==> config.mk <==
export PLATFORM = sky130hd
export DESIGN_NAME = dts_core
export DESIGN_NICKNAME = d
export VERILOG_FILES = /design/src/logic/dts_pkg.sv /design/src/logic/dts_core.sv
export SDC_FILE = /design/constraint.sdc
export NUM_CORES = 1
export LEC_CHECK = 0
export BUFFER_PORTS_ARGS = -buffer_cell sky130_fd_sc_hd__buf_4
export CORE_UTILIZATION = 45
export CTS_BUF_LIST = sky130_fd_sc_hd__clkbuf_2
export DETAILED_ROUTE_END_ITERATION = 12
export HOLD_SLACK_MARGIN = 0.15
export SYNTH_ARGS = -nofsm -noshare
export SYNTH_HDL_FRONTEND = slang
export SYNTH_SLANG_ARGS = --single-unit
==> constraint.sdc <==
create_clock -name CLK -period 3.35 [get_ports CLK]
set_input_delay 0.335 -clock CLK [delete_from_list [all_inputs] [get_ports CLK]]
set_output_delay 0.335 -clock CLK [all_outputs]
set_load 0.005 [all_outputs]
==> src/logic/dts_pkg.sv <==
// constants, register map and state types of the temperature sensor core
`default_nettype none
package dts_pkg;
  // ---------------------------------------------------------------
  // timing
  // ---------------------------------------------------------------
  localparam int unsigned CLK_KHZ = 200000;
  localparam int unsigned CONV_TIME_MS = 125;
  localparam int unsigned CONV_CYC = CONV_TIME_MS * CLK_KHZ;
  localparam int unsigned GAP_TIME_MS = 250;
  localparam int unsigned GAP_CYC = GAP_TIME_MS * CLK_KHZ;
  localparam int unsigned TIMEOUT_MS = 25;
  localparam int unsigned TIMEOUT_CYC = TIMEOUT_MS * CLK_KHZ;
  // ---------------------------------------------------------------
  // command byte values (register pointers)
  // ---------------------------------------------------------------
  localparam logic [7:0] REG_LOCAL_TEMP = 8'h00;
  localparam logic [7:0] REG_REMOTE_TEMP = 8'h01;
  localparam logic [7:0] REG_STATUS = 8'h02;
  localparam logic [7:0] REG_CONFIG = 8'h03;
  localparam logic [7:0] REG_RATE = 8'h04;
  localparam logic [7:0] REG_LOCAL_HIGH = 8'h05;
  localparam logic [7:0] REG_LOCAL_LOW = 8'h06;
  localparam logic [7:0] REG_REMOTE_HIGH = 8'h07;
  localparam logic [7:0] REG_REMOTE_LOW = 8'h08;
  localparam logic [7:0] CMD_ONE_SHOT = 8'h0F;
  localparam logic [7:0] REG_REMOTE_FRAC = 8'h10;
  localparam logic [7:0] REG_LOCAL_FRAC = 8'h11;
  localparam logic [7:0] REG_REMOTE_OVER = 8'h19;
  localparam logic [7:0] REG_LOCAL_OVER = 8'h20;
  // ---------------------------------------------------------------
  // reset values and fields
  // ---------------------------------------------------------------
  localparam logic [7:0] RST_CONFIG = 8'h00;
  localparam logic [7:0] RST_RATE = 8'h07;
  localparam logic [7:0] RST_LOCAL_HIGH = 8'h55;
  localparam logic [7:0] RST_REMOTE_HIGH = 8'h5F;
  localparam logic [7:0] RST_LOW = 8'h00;
  localparam logic [7:0] RST_LOCAL_OVER = 8'h55;
  localparam logic [7:0] RST_REMOTE_OVER = 8'h7D;
  localparam logic [7:0] FAULT_TEMP = 8'hFF;
  localparam int unsigned CFG_MASK_BIT = 7;
  localparam int unsigned CFG_RUN_N_BIT = 6;
  localparam logic [6:0] ARA_ADDR = 7'h0C;
  localparam logic [3:0] BYTE_BITS = 4'h8;
  // flag vector order: local high, local low, remote high, remote low, open
  localparam int unsigned FLAG_OPEN = 0;
  // ---------------------------------------------------------------
  // state types
  // ---------------------------------------------------------------
  typedef enum logic [6:0] {
    SM_IDLE = 7'h01,
    SM_ADDR = 7'h02,
    SM_AACK = 7'h04,
    SM_RX = 7'h08,
    SM_RACK = 7'h10,
    SM_TX = 7'h20,
    SM_MACK = 7'h40
  } dts_sm_type;
  typedef enum logic [1:0] {
    CV_WAIT = 2'h1,
    CV_CONV = 2'h2
  } dts_cv_type;
endpackage
`default_nettype wire

==> src/logic/dts_core.sv <==
// two-channel temperature sensor: conversion, limits, smbus register slave
`default_nettype none
module dts_core
  import dts_pkg::*;
#(
  parameter logic [6:0] SLAVE_ADDR = 7'h2A, // arbitrary value
  parameter int unsigned CONV_CYCLES = CONV_CYC,
  parameter int unsigned GAP_CYCLES = GAP_CYC,
  parameter int unsigned TIMEOUT_CYCLES = TIMEOUT_CYC
) (
  // clock and reset
  input wire logic CLK,
  input wire logic RESET_N,
  // smbus pins
  input wire logic SCLK_IN,
  input wire logic SDA_IN,
  output logic SDA_OUT,
  output logic SDA_OE,
  // alarm pins, open drain
  output logic ALERT_OUT,
  output logic ALERT_OE,
  output logic OVERHEAT_SHUTDOWN_OUT,
  output logic OVERHEAT_SHUTDOWN_OE,
  // analog front end results, eighths of a degree, signed
  input wire logic [11:0] LOCAL_MEAS,
  input wire logic [11:0] REMOTE_MEAS,
  input wire logic REMOTE_OPEN,
  input wire logic REMOTE_SHORT
);
  // ---------------------------------------------------------------
  // state record
  // ---------------------------------------------------------------
  typedef struct packed {
    logic scl_s1;
    logic scl_s2;
    logic scl_d;
    logic sda_s1;
    logic sda_s2;
    logic sda_d;
    dts_sm_type sm;
    logic [3:0] bitcnt;
    logic [7:0] shreg;
    logic rd;
    logic ara;
    logic got_cmd;
    logic [7:0] cmd_ptr;
    logic sda_oe;
    logic [31:0] to_cnt;
    dts_cv_type cv;
    logic oneshot;
    logic [31:0] cv_cnt;
    logic [7:0] lt;
    logic [7:0] rt;
    logic [7:0] lfrac;
    logic [7:0] rfrac;
    logic [7:0] cfg;
    logic [7:0] rate;
    logic [7:0] lhi;
    logic [7:0] llo;
    logic [7:0] rhi;
    logic [7:0] rlo;
    logic [7:0] lov;
    logic [7:0] rov;
    logic [4:0] sts;
    logic alert;
    logic overheat_shutdown_out;
  } dts_st_type;

  // sync flops start high so that release of reset is no start condition
  localparam dts_st_type ST_RESET = '{
    scl_s1: 1'b1, scl_s2: 1'b1, scl_d: 1'b1,
    sda_s1: 1'b1, sda_s2: 1'b1, sda_d: 1'b1,
    sm: SM_IDLE, cv: CV_WAIT,
    cfg: RST_CONFIG, rate: RST_RATE,
    lhi: RST_LOCAL_HIGH, llo: RST_LOW,
    rhi: RST_REMOTE_HIGH, rlo: RST_LOW,
    lov: RST_LOCAL_OVER, rov: RST_REMOTE_OVER,
    default: '0
  };

  dts_st_type r_reg;
  dts_st_type r_next;
  logic busy;
  logic osh;
  logic status_rd;
  logic ara_done;
  logic conv_done;

  // ---------------------------------------------------------------
  // helpers
  // ---------------------------------------------------------------
  // limit violations of a pair of readings against the stored limits
  function automatic logic [4:0] violations(input dts_st_type s,
                                            input logic [7:0] l,
                                            input logic [7:0] m,
                                            input logic open);
    violations = {l >= s.lhi, l < s.llo, m >= s.rhi, m < s.rlo, open};
  endfunction

  // register read decode, used for first and following read bytes
  function automatic logic [7:0] read_reg(input dts_st_type s,
                                          input logic bsy);
    case (s.cmd_ptr)
      REG_LOCAL_TEMP: read_reg = s.lt;
      REG_REMOTE_TEMP: read_reg = s.rt;
      REG_STATUS: read_reg = {bsy, s.sts, 2'h0};
      REG_CONFIG: read_reg = s.cfg;
      REG_RATE: read_reg = s.rate;
      REG_LOCAL_HIGH: read_reg = s.lhi;
      REG_LOCAL_LOW: read_reg = s.llo;
      REG_REMOTE_HIGH: read_reg = s.rhi;
      REG_REMOTE_LOW: read_reg = s.rlo;
      REG_REMOTE_FRAC: read_reg = s.rfrac;
      REG_LOCAL_FRAC: read_reg = s.lfrac;
      REG_REMOTE_OVER: read_reg = s.rov;
      REG_LOCAL_OVER: read_reg = s.lov;
      default: read_reg = 8'h00;
    endcase
  endfunction

  // ---------------------------------------------------------------
  // next-state logic
  // ---------------------------------------------------------------
  always_comb begin
    logic scl_rise;
    logic scl_fall;
    logic start;
    logic stop;
    logic [7:0] txb;
    logic [7:0] lt_new;
    logic [7:0] rt_new;
    logic [4:0] now_v;
    logic [4:0] new_v;
    scl_rise = 1'b0;
    scl_fall = 1'b0;
    start = 1'b0;
    stop = 1'b0;
    txb = 8'h00;
    lt_new = 8'h00;
    rt_new = 8'h00;
    now_v = 5'h00;
    new_v = 5'h00;
    r_next = r_reg;
    busy = (r_reg.cv == CV_CONV);
    osh = 1'b0;
    status_rd = 1'b0;
    ara_done = 1'b0;
    conv_done = 1'b0;
    // three flops per pin; the second and third feed the edge logic
    r_next.scl_s1 = SCLK_IN;
    r_next.scl_s2 = r_reg.scl_s1;
    r_next.scl_d = r_reg.scl_s2;
    r_next.sda_s1 = SDA_IN;
    r_next.sda_s2 = r_reg.sda_s1;
    r_next.sda_d = r_reg.sda_s2;
    scl_rise = r_reg.scl_s2 & ~r_reg.scl_d;
    scl_fall = ~r_reg.scl_s2 & r_reg.scl_d;
    start = r_reg.scl_s2 & r_reg.scl_d & ~r_reg.sda_s2 & r_reg.sda_d;
    stop = r_reg.scl_s2 & r_reg.scl_d & r_reg.sda_s2 & ~r_reg.sda_d;
    txb = r_reg.ara ? {SLAVE_ADDR, 1'b0} : read_reg(r_reg, busy);

    case (r_reg.sm)
      SM_IDLE: begin
      end
      SM_ADDR: begin
        if (scl_rise) begin
          r_next.shreg = {r_reg.shreg[6:0], r_reg.sda_s2};
          r_next.bitcnt = r_reg.bitcnt + 4'h1;
        end else if (scl_fall && r_reg.bitcnt == BYTE_BITS) begin
          r_next.rd = r_reg.shreg[0];
          r_next.ara = 1'b0;
          r_next.got_cmd = 1'b0;
          r_next.sm = SM_IDLE;
          if (r_reg.shreg[7:1] == SLAVE_ADDR) begin
            r_next.sm = SM_AACK;
            r_next.sda_oe = 1'b1;
          end else if (r_reg.shreg == {ARA_ADDR, 1'b1} && r_reg.alert) begin
            // answer the alert response only while our alert is pending
            r_next.ara = 1'b1;
            r_next.sm = SM_AACK;
            r_next.sda_oe = 1'b1;
          end
        end
      end
      SM_AACK: begin
        if (scl_fall) begin
          r_next.bitcnt = 4'h0;
          r_next.sda_oe = 1'b0;
          r_next.sm = SM_RX;
          if (r_reg.rd) begin
            // receive byte uses the stored pointer
            r_next.shreg = txb;
            r_next.sda_oe = ~txb[7];
            r_next.bitcnt = 4'h1;
            r_next.sm = SM_TX;
          end
        end
      end
      SM_RX: begin
        if (scl_rise) begin
          r_next.shreg = {r_reg.shreg[6:0], r_reg.sda_s2};
          r_next.bitcnt = r_reg.bitcnt + 4'h1;
        end else if (scl_fall && r_reg.bitcnt == BYTE_BITS) begin
          r_next.got_cmd = 1'b1;
          r_next.sda_oe = 1'b1;
          r_next.sm = SM_RACK;
          if (!r_reg.got_cmd && r_reg.shreg == CMD_ONE_SHOT) begin
            osh = 1'b1;
          end else if (!r_reg.got_cmd) begin
            r_next.cmd_ptr = r_reg.shreg;
          end else begin
            // writes land on the selected register; read-only ones ignore
            case (r_reg.cmd_ptr)
              REG_CONFIG: r_next.cfg = r_reg.shreg;
              REG_RATE: r_next.rate = r_reg.shreg;
              REG_LOCAL_HIGH: r_next.lhi = r_reg.shreg;
              REG_LOCAL_LOW: r_next.llo = r_reg.shreg;
              REG_REMOTE_HIGH: r_next.rhi = r_reg.shreg;
              REG_REMOTE_LOW: r_next.rlo = r_reg.shreg;
              REG_REMOTE_OVER: r_next.rov = r_reg.shreg;
              REG_LOCAL_OVER: r_next.lov = r_reg.shreg;
              default: r_next.cfg = r_reg.cfg;
            endcase
          end
        end
      end
      SM_RACK: begin
        if (scl_fall) begin
          r_next.sda_oe = 1'b0;
          r_next.bitcnt = 4'h0;
          r_next.sm = SM_RX;
        end
      end
      SM_TX: begin
        if (scl_fall && r_reg.bitcnt == BYTE_BITS) begin
          r_next.sda_oe = 1'b0;
          r_next.sm = SM_MACK;
          ara_done = r_reg.ara;
          status_rd = ~r_reg.ara && r_reg.cmd_ptr == REG_STATUS;
        end else if (scl_fall) begin
          r_next.shreg = {r_reg.shreg[6:0], 1'b0};
          r_next.sda_oe = ~r_reg.shreg[6];
          r_next.bitcnt = r_reg.bitcnt + 4'h1;
        end
      end
      SM_MACK: begin
        // master ack asks for one more byte of the same register
        if (scl_rise) begin
          r_next.sm = r_reg.sda_s2 ? SM_IDLE : SM_AACK;
        end
      end
      default: r_next.sm = SM_IDLE;
    endcase

    // framing: start or stop restarts the byte machine
    if (start) begin
      r_next.sm = SM_ADDR;
      r_next.bitcnt = 4'h0;
      r_next.sda_oe = 1'b0;
    end else if (stop) begin
      r_next.sm = SM_IDLE;
      r_next.sda_oe = 1'b0;
    end

    // clock-low watchdog frees a hung bus
    r_next.to_cnt = 32'h0;
    if (!r_reg.scl_s2 && r_reg.sm != SM_IDLE) begin
      r_next.to_cnt = r_reg.to_cnt + 32'h1;
    end
    if (r_reg.to_cnt >= TIMEOUT_CYCLES) begin
      r_next.sm = SM_IDLE;
      r_next.sda_oe = 1'b0;
      r_next.to_cnt = 32'h0;
    end

    // ---------------------------------------------------------------
    // conversion sequencer
    // ---------------------------------------------------------------
    case (r_reg.cv)
      CV_WAIT: begin
        // standby holds the rate timer at zero
        r_next.cv_cnt = 32'h0;
        if (!r_reg.cfg[CFG_RUN_N_BIT]) begin
          r_next.cv_cnt = r_reg.cv_cnt + 32'h1;
          if (r_reg.cv_cnt >= GAP_CYCLES - 1) begin
            r_next.cv = CV_CONV;
            r_next.cv_cnt = 32'h0;
            r_next.oneshot = 1'b0;
          end
        end
        // one-shot starts regardless of the run bit
        if (osh) begin
          r_next.cv = CV_CONV;
          r_next.cv_cnt = 32'h0;
          r_next.oneshot = 1'b1;
        end
      end
      CV_CONV: begin
        r_next.cv_cnt = r_reg.cv_cnt + 32'h1;
        if (r_reg.cfg[CFG_RUN_N_BIT] && !r_reg.oneshot) begin
          r_next.cv = CV_WAIT;
          r_next.cv_cnt = 32'h0;
        end else if (r_reg.cv_cnt >= CONV_CYCLES - 1) begin
          // end of the 125 ms busy period
          r_next.cv = CV_WAIT;
          r_next.cv_cnt = 32'h0;
          conv_done = 1'b1;
        end
      end
      default: r_next.cv = CV_WAIT;
    endcase

    lt_new = LOCAL_MEAS[11] ? 8'h00 : LOCAL_MEAS[10:3];
    rt_new = REMOTE_MEAS[11] ? 8'h00 : REMOTE_MEAS[10:3];
    if (REMOTE_OPEN || REMOTE_SHORT) begin
      rt_new = FAULT_TEMP;
    end
    // open condition is the live diode state, else the flag could never clear
    now_v = violations(r_reg, r_reg.lt, r_reg.rt, REMOTE_OPEN);
    new_v = violations(r_reg, lt_new, rt_new, REMOTE_OPEN);

    // read or ARA clears only conditions that are gone
    if (status_rd) begin
      r_next.sts = r_reg.sts & now_v;
    end
    if ((status_rd || ara_done) && now_v == 5'h00) begin
      r_next.alert = 1'b0;
    end

    if (conv_done) begin
      // both channels latched from one sequence
      // main and fraction written in the same cycle
      r_next.lt = lt_new;
      r_next.rt = rt_new;
      r_next.lfrac = LOCAL_MEAS[11] ? 8'h00 : {LOCAL_MEAS[2:0], 5'h00};
      r_next.rfrac = (REMOTE_MEAS[11] || rt_new == FAULT_TEMP) ?
                     8'h00 : {REMOTE_MEAS[2:0], 5'h00};
      // flags set after clears so a new event wins
      r_next.sts = r_next.sts | new_v;
      // alert on high or low limit or open diode, unless masked
      if (new_v != 5'h00 && !r_reg.cfg[CFG_MASK_BIT]) begin
        r_next.alert = 1'b1;
      end
    end

    r_next.overheat_shutdown_out = (r_reg.lt >= r_reg.lov) || (r_reg.rt >= r_reg.rov);
  end

  // ---------------------------------------------------------------
  // state register
  // ---------------------------------------------------------------
  // limits and clean status at reset
  always_ff @(posedge CLK) begin
    if (!RESET_N) begin
      r_reg <= ST_RESET;
    end else begin
      r_reg <= r_next;
    end
  end

  // open-drain pins only ever pull low
  assign SDA_OUT = 1'b0;
  assign SDA_OE = r_reg.sda_oe;
  assign ALERT_OUT = 1'b0;
  assign ALERT_OE = r_reg.alert;
  assign OVERHEAT_SHUTDOWN_OUT = 1'b0;
  assign OVERHEAT_SHUTDOWN_OE = r_reg.overheat_shutdown_out;
endmodule
`default_nettype wire

Yosys cells after proc, flatten, opt, wreduce, memory -nomap -nowiden

Index checks and enable logic that the tools add are counted.

Flip-flop bits (word level): 207
Input port bits: 30
Output and inout bits: 6
Logic and storage cells: 244

Add/subtract/negate cells: 3
Magnitude comparators: 13
Equality and inequality tests: 54
Muxes and demuxes: 70
Bitwise operators: 22
Reductions and logical operators: 48

Operator list:

| cell                                                                                   | count |
|---|---|
| 35-bit two-way mux                                                                     | 3 |
| 8-bit one-hot mux with 13 select lines                                                 | 1 |
| 32-bit by 1-bit adder with 32-bit output (second input constant)                       | 2 |
| 32-bit two-way mux                                                                     | 2 |
| 8-bit two-way mux                                                                      | 8 |
| 32-bit one-hot mux with 2 select lines                                                 | 1 |
| 6-bit AND reduction                                                                    | 10 |
| 7-bit two-way mux                                                                      | 7 |
| 7-bit one-hot mux with 7 select lines                                                  | 1 |
| 8-bit greater-or-equal comparator                                                      | 6 |
| 12-bit two-way mux                                                                     | 3 |
| 8-bit by 3-bit == test with 1-bit output (second input constant)                       | 4 |
| 8-bit by 5-bit == test with 1-bit output (second input constant)                       | 4 |
| 32-bit by 23-bit greater-or-equal comparator with 1-bit output (second input constant) | 1 |
| 32-bit by 25-bit greater-or-equal comparator with 1-bit output (second input constant) | 1 |
| 32-bit by 26-bit greater-or-equal comparator with 1-bit output (second input constant) | 1 |
| 8-bit less-than comparator                                                             | 4 |
| 4-bit != test (second input constant)                                                  | 8 |
| 9-bit AND reduction                                                                    | 3 |
| 1-bit two-way mux                                                                      | 26 |
| 8-bit one-hot mux with 3 select lines                                                  | 1 |
| 2-bit != test (second input constant)                                                  | 11 |
| 10-bit two-way mux                                                                     | 2 |
| 19-bit two-way mux                                                                     | 1 |
| 48 further kinds                                                                       | 99 |

Logic depth before layout (Yosys ltp)

Gate-level depths: netlist of run 1.

Word-level depth: 10
Gate-level depth with buffers: 11
Mapped depth without buffers: 10

Worst setup path after synthesis of run 1

OpenSTA, ideal clock, no wires.

Path kind: input port to flip-flop
From: in REMOTE_SHORT
To: reg r_reg, in the netlist ALERT_OE
Setup time: 0.092 ns
Data arrival time: 2.274 ns
Required time: 3.258 ns
Path slack: 0.983 ns
Stages on the path: 10
Buffers on the path: 1
Cell sequence: or2_2 clkbuf_1 a21oi_1 inv_1 ha_1 a21boi_0 o311ai_0 a41oi_1 and4_1 o32ai_1

Word-level cells in the longest chain between the ends: 7
Elaborated cells between the ends (all ways): 8
Those cells by class: 2 x order compare; 3 x mux; 3 x reduce/logical

RTL lines:

| item                                                                                   | line            | source |
|---|---|---|
| start, declared                                                                        | dts_core.sv:28  | `input wire logic REMOTE_SHORT` |
| 1-bit logical OR (*)                                                                   | dts_core.sv:315 | `if (REMOTE_OPEN \|\| REMOTE_SHORT) begin` |
| 8-bit two-way mux (*)                                                                  | dts_core.sv:315 |  |
| 8-bit less-than comparator / 8-bit greater-or-equal comparator (equally long branches) | dts_core.sv:97  | `violations = {l >= s.lhi, l < s.llo, m >= s.rhi, m < s.rlo, open};` |
| 5-bit nonzero test (*)                                                                 | dts_core.sv:341 | `if (new_v != 5'h00 && !r_reg.cfg[CFG_MASK_BIT]) begin` |
| 1-bit logical AND (*)                                                                  | dts_core.sv:341 |  |
| 1-bit two-way mux (*)                                                                  | dts_core.sv:341 |  |
| 6-bit two-way mux (*)                                                                  | dts_core.sv:330 | `if (conv_done) begin` |
| end signal, assigned                                                                   | dts_core.sv:357 | `r_reg <= r_next;` |
| end, declared                                                                          | dts_core.sv:81  | `dts_st_type r_reg;` |

Every way passes the cells marked *; elsewhere a longest branch is shown, timed or not.
A chain may end at the register's enable or synchronous reset.

Worst setup path after layout of run 1

From: reg r_reg[110] (netlist name)
To: reg r_reg[76] (netlist name)

Word-level cells in the longest chain between the ends: 4

RTL lines:

| item                                                           | line            | source |
|---|---|---|
| 32-bit by 25-bit greater-or-equal comparator with 1-bit output | dts_core.sv:303 | `end else if (r_reg.cv_cnt >= CONV_CYCLES - 1) begin` |
| 1-bit two-way mux                                              | dts_core.sv:303 |  |
| 1-bit two-way mux                                              | dts_core.sv:300 | `if (r_reg.cfg[CFG_RUN_N_BIT] && !r_reg.oneshot) begin` |
| 1-bit two-way mux                                              | dts_core.sv:279 | `case (r_reg.cv)` |

No other way between the ends.

==> results of run 1 <==
==> through the flow <==
stage	utilization	total power, uW	cells	hold slack, ns
floorplan	-	2516	1326	0.3863
global placement	0.4890	2572	1640	0.4013
detailed placement	0.4890	2576	1640	0.4006
CTS	0.5170	3780	1715	0.3024
global route	0.5171	3898	1716	0.3140
finish	0.5171	3748	1716	0.3343
==> timing repair <==
action                     in CTS  in global routing
setup endpoints to repair       0                  0
hold buffers                   44                  0
hold endpoints to repair       52                  0
resized for setup               0                  0
==> power by group through the flow <==
stage                     Sequential, uW  Clock (uW)  Combinational (uW)
after floorplan                     2410           0                 106
after global placement              2410           0                 158
after detailed placement            2410           0                 162
after CTS                           2380        1200                 200
after global routing                2380        1290                 223
final                               2370        1170                 201
==> worst register-to-register path, delay by kind of cell (launching register included) <==
kind | cells | cell delay, ns
AND/OR/NAND/NOR | 3 | 0.79
AO/OA/AOI/OAI | 3 | 0.61
flip-flops | 1 | 0.40
buffers and inverters | 3 | 1.06
==> cell families (layout without fill, tap and decap cells) <==
group | count (synthesis) | in the layout
fa+ha+maj | 83 | 83
compound gates | 257 | 257
xor+xnor | 53 | 53
simple gates | 524 | 524
flops | 197 | 197
mux | 63 | 63
buf+inv | 137 | 207
other cells | 1 | 13
==> layout by cell type, fill, tap and decap left out, types with 8 or more instances in the layout <==
master / n
a21o_1: 9
clkbuf_2: 17
and3_1: 13
a22oi_1: 12
nand3_1: 83
nand2_1: 150
buf_4: 60
nor2_1: 126
xnor2_1: 19
mux2i_1: 54
o21ai_0: 43
dlygate4sd3_1: 44
a21oi_1: 98
a221oi_1: 8
dfxtp_1: 197
nand4_1: 18
conb_1: 12
nor2_4: 10
inv_1: 69
nor3_1: 19
nand2b_1: 17
ha_1: 83
o211ai_1: 16
a211oi_1: 10
nor4_1: 17
nor2b_1: 18
xor2_1: 34
==> per-layer routing <==
metal / vias up / track usage
met5: - / 0
li1: 4788 / -
met3: 46 / 0.04192
met1: 4632 / 0.3522
met2: 311 / 0.3970
met4: 0 / 0.06731
==> worst paths after layout <==
check,startpoint,endpoint,slack (ns),cells past startpoint
min reg2reg,r_next[205],r_next[204],0.46,1
max reg2reg,r_reg[110],r_reg[76],0.39,9
max,r_reg[110],r_reg[76],0.39,9
min,RESET_N,r_reg[201],0.33,3
==> cell type report <==
type	count	area share
inverters	71	0.02170
multi-input cells	992	0.5320
diodes	1	0.0002037
well taps	319	0.03249
repair buffers	105	0.07416
clock buffers	17	0.006927
flip-flops and latches	197	0.3211
clock inverters	14	0.01141
==> flow_summary_export.csv, run 1 <==
group,metric,value,unit
placed_design,dp_slack,0.4744,ns
routing,drc,0,
yosys,syn_area_per_cell,8.367,um^2
setup_path,crit_chain,"or4_1, a211o_1, a211oi_1, buf_4, nor2_2, buf_4, nand3_1, dlygate4sd3_1, a21oi_1",
clocking,cts.sinks,197,
run,drv_cap,0,
clocking,cts_buffers,17,
global_route,antenna_found_initial,1,
setup_path,crit_path_frequent_cell,"buf_4",
layout,num-nets-final,1497,
setup_path,worstPathRequired,4.01,ns
yosys,synthAdderAreaFrac,0.09438,
timing,worstMarginPinSlew,1.070,ns
floorplanning,rows,56,
timing,rsz0062_at_grt,"false",
setup_path,critPathTopFamily,"buffers and inverters",
routing,ant_nets,0,
yosys,synth_area_leaders,"dfxtp_1 (36%), ha_1 (9.4%), nand2_1 (5.1%), mux2i_1 (4.9%), a21oi_1 (4.5%)",
placed_design,io_buffers,32,
yosys,synth.area.mux_share,0.06141,
clocking,clockBufferDepth,2,
layout,largest_register_ffs,190,
pwr,vdd_drop_max,0.2469,mV
layout,regArea,3944,um^2
pwr,swShare,0.2654,
clocking,cts-root-buf,"clkbuf_2",
floorplanning,core-area,23750,um^2
clocking,cts_tree,"done",
pwr,power_density,305.1,nW/um^2
timing,max_freq,337.5,MHz
pwr,p_int,2753,uW
yosys,synth_top_family_by_area,"simple AND/OR/NAND/NOR gates",
yosys,synth_most_common_cell,"dfxtp_1",
layout,areaGrowthSynthToFinish,11.63,%
floorplanning,io_pins,36,
yosys,yosys.area.top_type_share,0.3584,
setup_path,slowest_stage,"or4_1",
routing,dr.pass1.iters,6,
routing,wl_per_cell,17.73,um
yosys,async_flop_share,0,
clocking,h-tree-depth,4,
yosys,synth-seq-cells,197,
setup_path,end_kind,"flip-flop",
placed_design,place_area,11610,um^2
timing,skew,0.06340,ns
routing,routed_via_density,5.698,
yosys,ys_types,79,
floorplanning,die-area,25080,um^2
pwr,sequentialPowerShare,0.634,
pwr,switchingPower,994.9,uW
timing,slew_headroom,0.2858,
placed_design,dp_hpwl,22210,um
layout,drive_gt1_frac,0.09670,
yosys,synthFlopType,"dfxtp_1",
outcome,status,"completed",
timing,finalHoldViolCount,0,
clocking,clk-insertion-delay-late,0.79,ns
pwr,leakage,0.004905,uW
pwr,clockPowerShare,0.313,
floorplanning,die_width,158.4,um
clocking,cts.reportedPaths.clkPinSlew,0.29,ns
global_route,grt_remaining_overflow,0,
setup_path,crit_buf_inv,3,
setup_path,path_class,"flip-flop to flip-flop",
setup_path,slowest_delay,0.57,ns
yosys,synth_xor_area_frac,0.04219,
layout,nFillCells,2329,
setup_path,path_max_fanout,29,
worst_hold_path,hold_class,"input port to flip-flop",
routing,routedLengthMet1,14160,um
routing,via_count,9777,
global_route,grt_pass1_wl,48880,um
floorplanning,start_util,0.4632,
placed_design,gp_congestion,0.9111,
routing,top_layer,"met4",
routing,dr.first_iter.drc_count,835,
setup_path,startpoint_type,"flip-flop",
yosys,ys_seq_area_frac,0.3584,
timing,min_period_over_period,0.8846,
global_route,gr-usage-all-layers,0.2514,
timing,finalSetupTns,0,ns
routing,wirelength,30420,um
pwr,combPwrFrac,0.054,
yosys,syn_area,11000,um^2
timing,setup_ws,0.3867,ns
routing,wl_met3,1902,um
routing,wl_met2,13670,um
yosys,synth-simple-area-share,0.2385,
yosys,yosysTopAreaCell,"dfxtp_1",
global_route,grt_pass1_vias,9017,
layout,fin_area,12280,um^2
yosys,yosysWarnings,0,
yosys,synth_edf_count,0,
yosys,synth-compound-area-share,0.1523,
yosys,synthTopCellsByCount,"dfxtp_1 (197), nand2_1 (150), nor2_1 (128)",
timing,drv_slew,0,
clocking,post_cts_buffers,0,
floorplanning,die_y,158.4,um
timing,setup-violations-final,0,
setup_path,cp.arrival,3.62,ns
yosys,synthCells,1315,
global_route,grt_start_max_net_pins,52,
timing,final.min_clock_period,2.963,ns
layout,multi_input_area,6535,um^2
(Power assumes the default switching activity.)
==> inputs of run 2 (changes only) <==
--- a/config.mk
+++ b/config.mk
@@ -6,10 +6,13 @@
 export NUM_CORES = 1
 export LEC_CHECK = 0
 export BUFFER_PORTS_ARGS = -buffer_cell sky130_fd_sc_hd__buf_4
-export CORE_UTILIZATION = 45
+export CAP_MARGIN = 40
+export CORE_UTILIZATION = 50
 export CTS_BUF_LIST = sky130_fd_sc_hd__clkbuf_2
 export DETAILED_ROUTE_END_ITERATION = 12
+export GPL_TIMING_DRIVEN = 0
 export HOLD_SLACK_MARGIN = 0.15
+export PLACE_DENSITY = 0.66
 export SYNTH_ARGS = -nofsm -noshare
 export SYNTH_HDL_FRONTEND = slang
 export SYNTH_SLANG_ARGS = --single-unit
==> flow_summary_export.csv, run 2 (synthesis gave the netlist of run 1 again) <==
group,metric,value,unit
layout,areaGrowthSynthToFinish,11.56,%
routing,via_count,9939,
routing,routed_via_density,5.836,
global_route,busiest_layer,"met2",
clocking,cts.sinks,197,
timing,finalHoldViolCount,0,
layout,drive_gt1_frac,0.08409,
floorplanning,die_y,150.3,um
setup_path,path_max_fanout,10,
floorplanning,die_width,150.3,um
timing,finalSetupTns,0,ns
global_route,grt_pass1_vias,9030,
timing,worstMarginPinSlew,0.8779,ns
clocking,clockBufferDepth,2,
global_route,grt_pass1_wl,49230,um
routing,drc,0,
routing,ant_nets,0,
clocking,cts-root-buf,"clkbuf_2",
global_route,met3_usage,0.06788,
placed_design,dp_hpwl,23400,um
setup_path,slowest_stage,"clkbuf_1",
setup_path,ff2ff_setup_slack,0.27,ns
floorplanning,core-area,21290,um^2
clocking,cts.reportedPaths.clkPinSlew,0.34,ns
timing,final.min_clock_period,3.078,ns
timing,slew_headroom,0.4148,
layout,largest_register_ffs,190,
placed_design,place_area,11630,um^2
timing,skew,0.05564,ns
setup_path,worstPathRequired,4.09,ns
setup_path,crit_path_frequent_cell,"clkbuf_1",
setup_path,end_kind,"flip-flop",
floorplanning,rows,53,
layout,layout_commonest_cell,"dfxtp_1",
outcome,status,"completed",
timing,rsz0062_at_grt,"false",
pwr,vdd_drop_max,0.2567,mV
global_route,use_met1,0.3882,
layout,nFillCells,1978,
global_route,use_met2,0.4452,
setup_path,crit_chain,"clkbuf_1, nand2b_1, nor3_2, nand2_1, nor2_2, clkbuf_1, clkbuf_1, nand3_1, a21oi_1",
clocking,cts_tree,"done",
worst_hold_path,whs_path_depth,5,
setup_path,r2r_end,"r_reg[42]",
worst_hold_path,min_to,"r_reg[86]",
floorplanning,io_pins,36,
global_route,gr-usage-all-layers,0.2868,
placed_design,gp_congestion,1.056,
setup_path,path_class,"flip-flop to flip-flop",
setup_path,cp.arrival,3.82,ns
setup_path,rr_worst_depth,9,
routing,wirelength,31790,um
timing,setup-violations-final,0,
placed_design,io_buffers,32,
timing,drv_slew,0,
setup_path,startpoint_type,"flip-flop",
routing,dr.first_iter.drc_count,1037,
layout,num-nets-final,1528,
clocking,post_cts_buffers,0,
timing,min_period_over_period,0.9188,
global_route,grt_remaining_overflow,0,
global_route,grt_start_max_net_pins,21,
setup_path,r2r-start,"r_next[204]",
clocking,cts_buffers,17,
floorplanning,start_util,0.5169,
setup_path,slowest_delay,0.48,ns
floorplanning,die-area,22600,um^2
worst_hold_path,hold_class,"input port to flip-flop",
timing,max_freq,324.9,MHz
pwr,leakage,0.004873,uW
layout,fin_area,12280,um^2
run,drv_cap,0,
worst_hold_path,min_from,"LOCAL_MEAS[11]",
routing,dr.pass1.iters,7,
global_route,antenna_found_initial,1,
pwr,power_density,309.4,nW/um^2
routing,wl_per_cell,18.66,um
clocking,h-tree-depth,4,
clocking,clk-insertion-delay-late,0.83,ns
layout,layout_common_cells,"dfxtp_1 (197), nand2_1 (150), nor2_1 (127)",
[run 2: cell count changes in the layout (fill, tap and decap cells not counted), sizes merged]
cell         before  now
clkinvlp          1    2
inv              77   76
bufinv            1    0
clkinv            6    7
buf              61   49
dlygate4sd3      44   39
clkbuf           17   65
[run 2: cell type report]
cell class	count	area (um^2)	area share
multi-input cells	992	6530	0.5320
flip-flops and latches	197	3944	0.3213
repair buffers	71	630.6	0.05137
well taps	275	344.1	0.02803
plain buffers	65	310.3	0.02528
inverters	71	266.5	0.02171
clock inverters	14	162.7	0.01325
clock buffers	17	85.08	0.006931
diodes	1	2.502	0.0002039
[run 2: routing by layer]
metal,vias to the layer above,part of all wire
met4,0,0.029
li1,4845,-
met3,77,0.082
met1,4642,0.45
met5,-,0
met2,375,0.44
[run 2: metrics by stage]
stage | utilization | std cells | hold slack, ns | setup WS, ns | power (uW)
after detailed placement | 0.5463 | 1633 | 0.3963 | 0.1752 | 2588
after global placement | 0.5463 | 1633 | 0.3917 | 0.1325 | 2584
after CTS | 0.5763 | 1703 | 0.1672 | 0.1253 | 3829
after global routing | 0.5767 | 1703 | 0.1838 | 0.05520 | 3927
after floorplan | - | 1326 | 0.3863 | 0.9834 | 2516
final | 0.5767 | 1703 | 0.1938 | 0.2722 | 3798
[run 2: worst max path at each step]
stage / startpoint / endpoint / slack, ns / depth (start not counted)
floorplan: REMOTE_SHORT / ALERT_OE / 0.98 / 10
global placement: r_reg[172] / r_reg[186] / 0.13 / 8
detailed placement: r_reg[172] / r_reg[186] / 0.18 / 8
CTS: r_next[204] / r_reg[70] / 0.13 / 9
global route: r_next[204] / r_reg[43] / 0.06 / 9
finish: r_next[204] / r_reg[42] / 0.27 / 9
[run 2: worst max-delay path, delay by kind of cell, from the launching register on]
kind            cells  cell delay, ns
buf+inv             3            1.12
compound gates      1            0.16
flops               1            0.38
simple gates        5            1.33
[run 2: report_power, final]
group          switching (uW)  internal (uW)
Combinational             116           96.7
Sequential               5.61           2370
Clock                     965            246
Total                    1090           2710
[run 2: timing repair]
item                                   in CTS  in global routing
endpoints found under the hold margin      60                  0
hold buffers                               39                  0
setup endpoints to repair                   0                 32
gates resized for setup                     0                  6
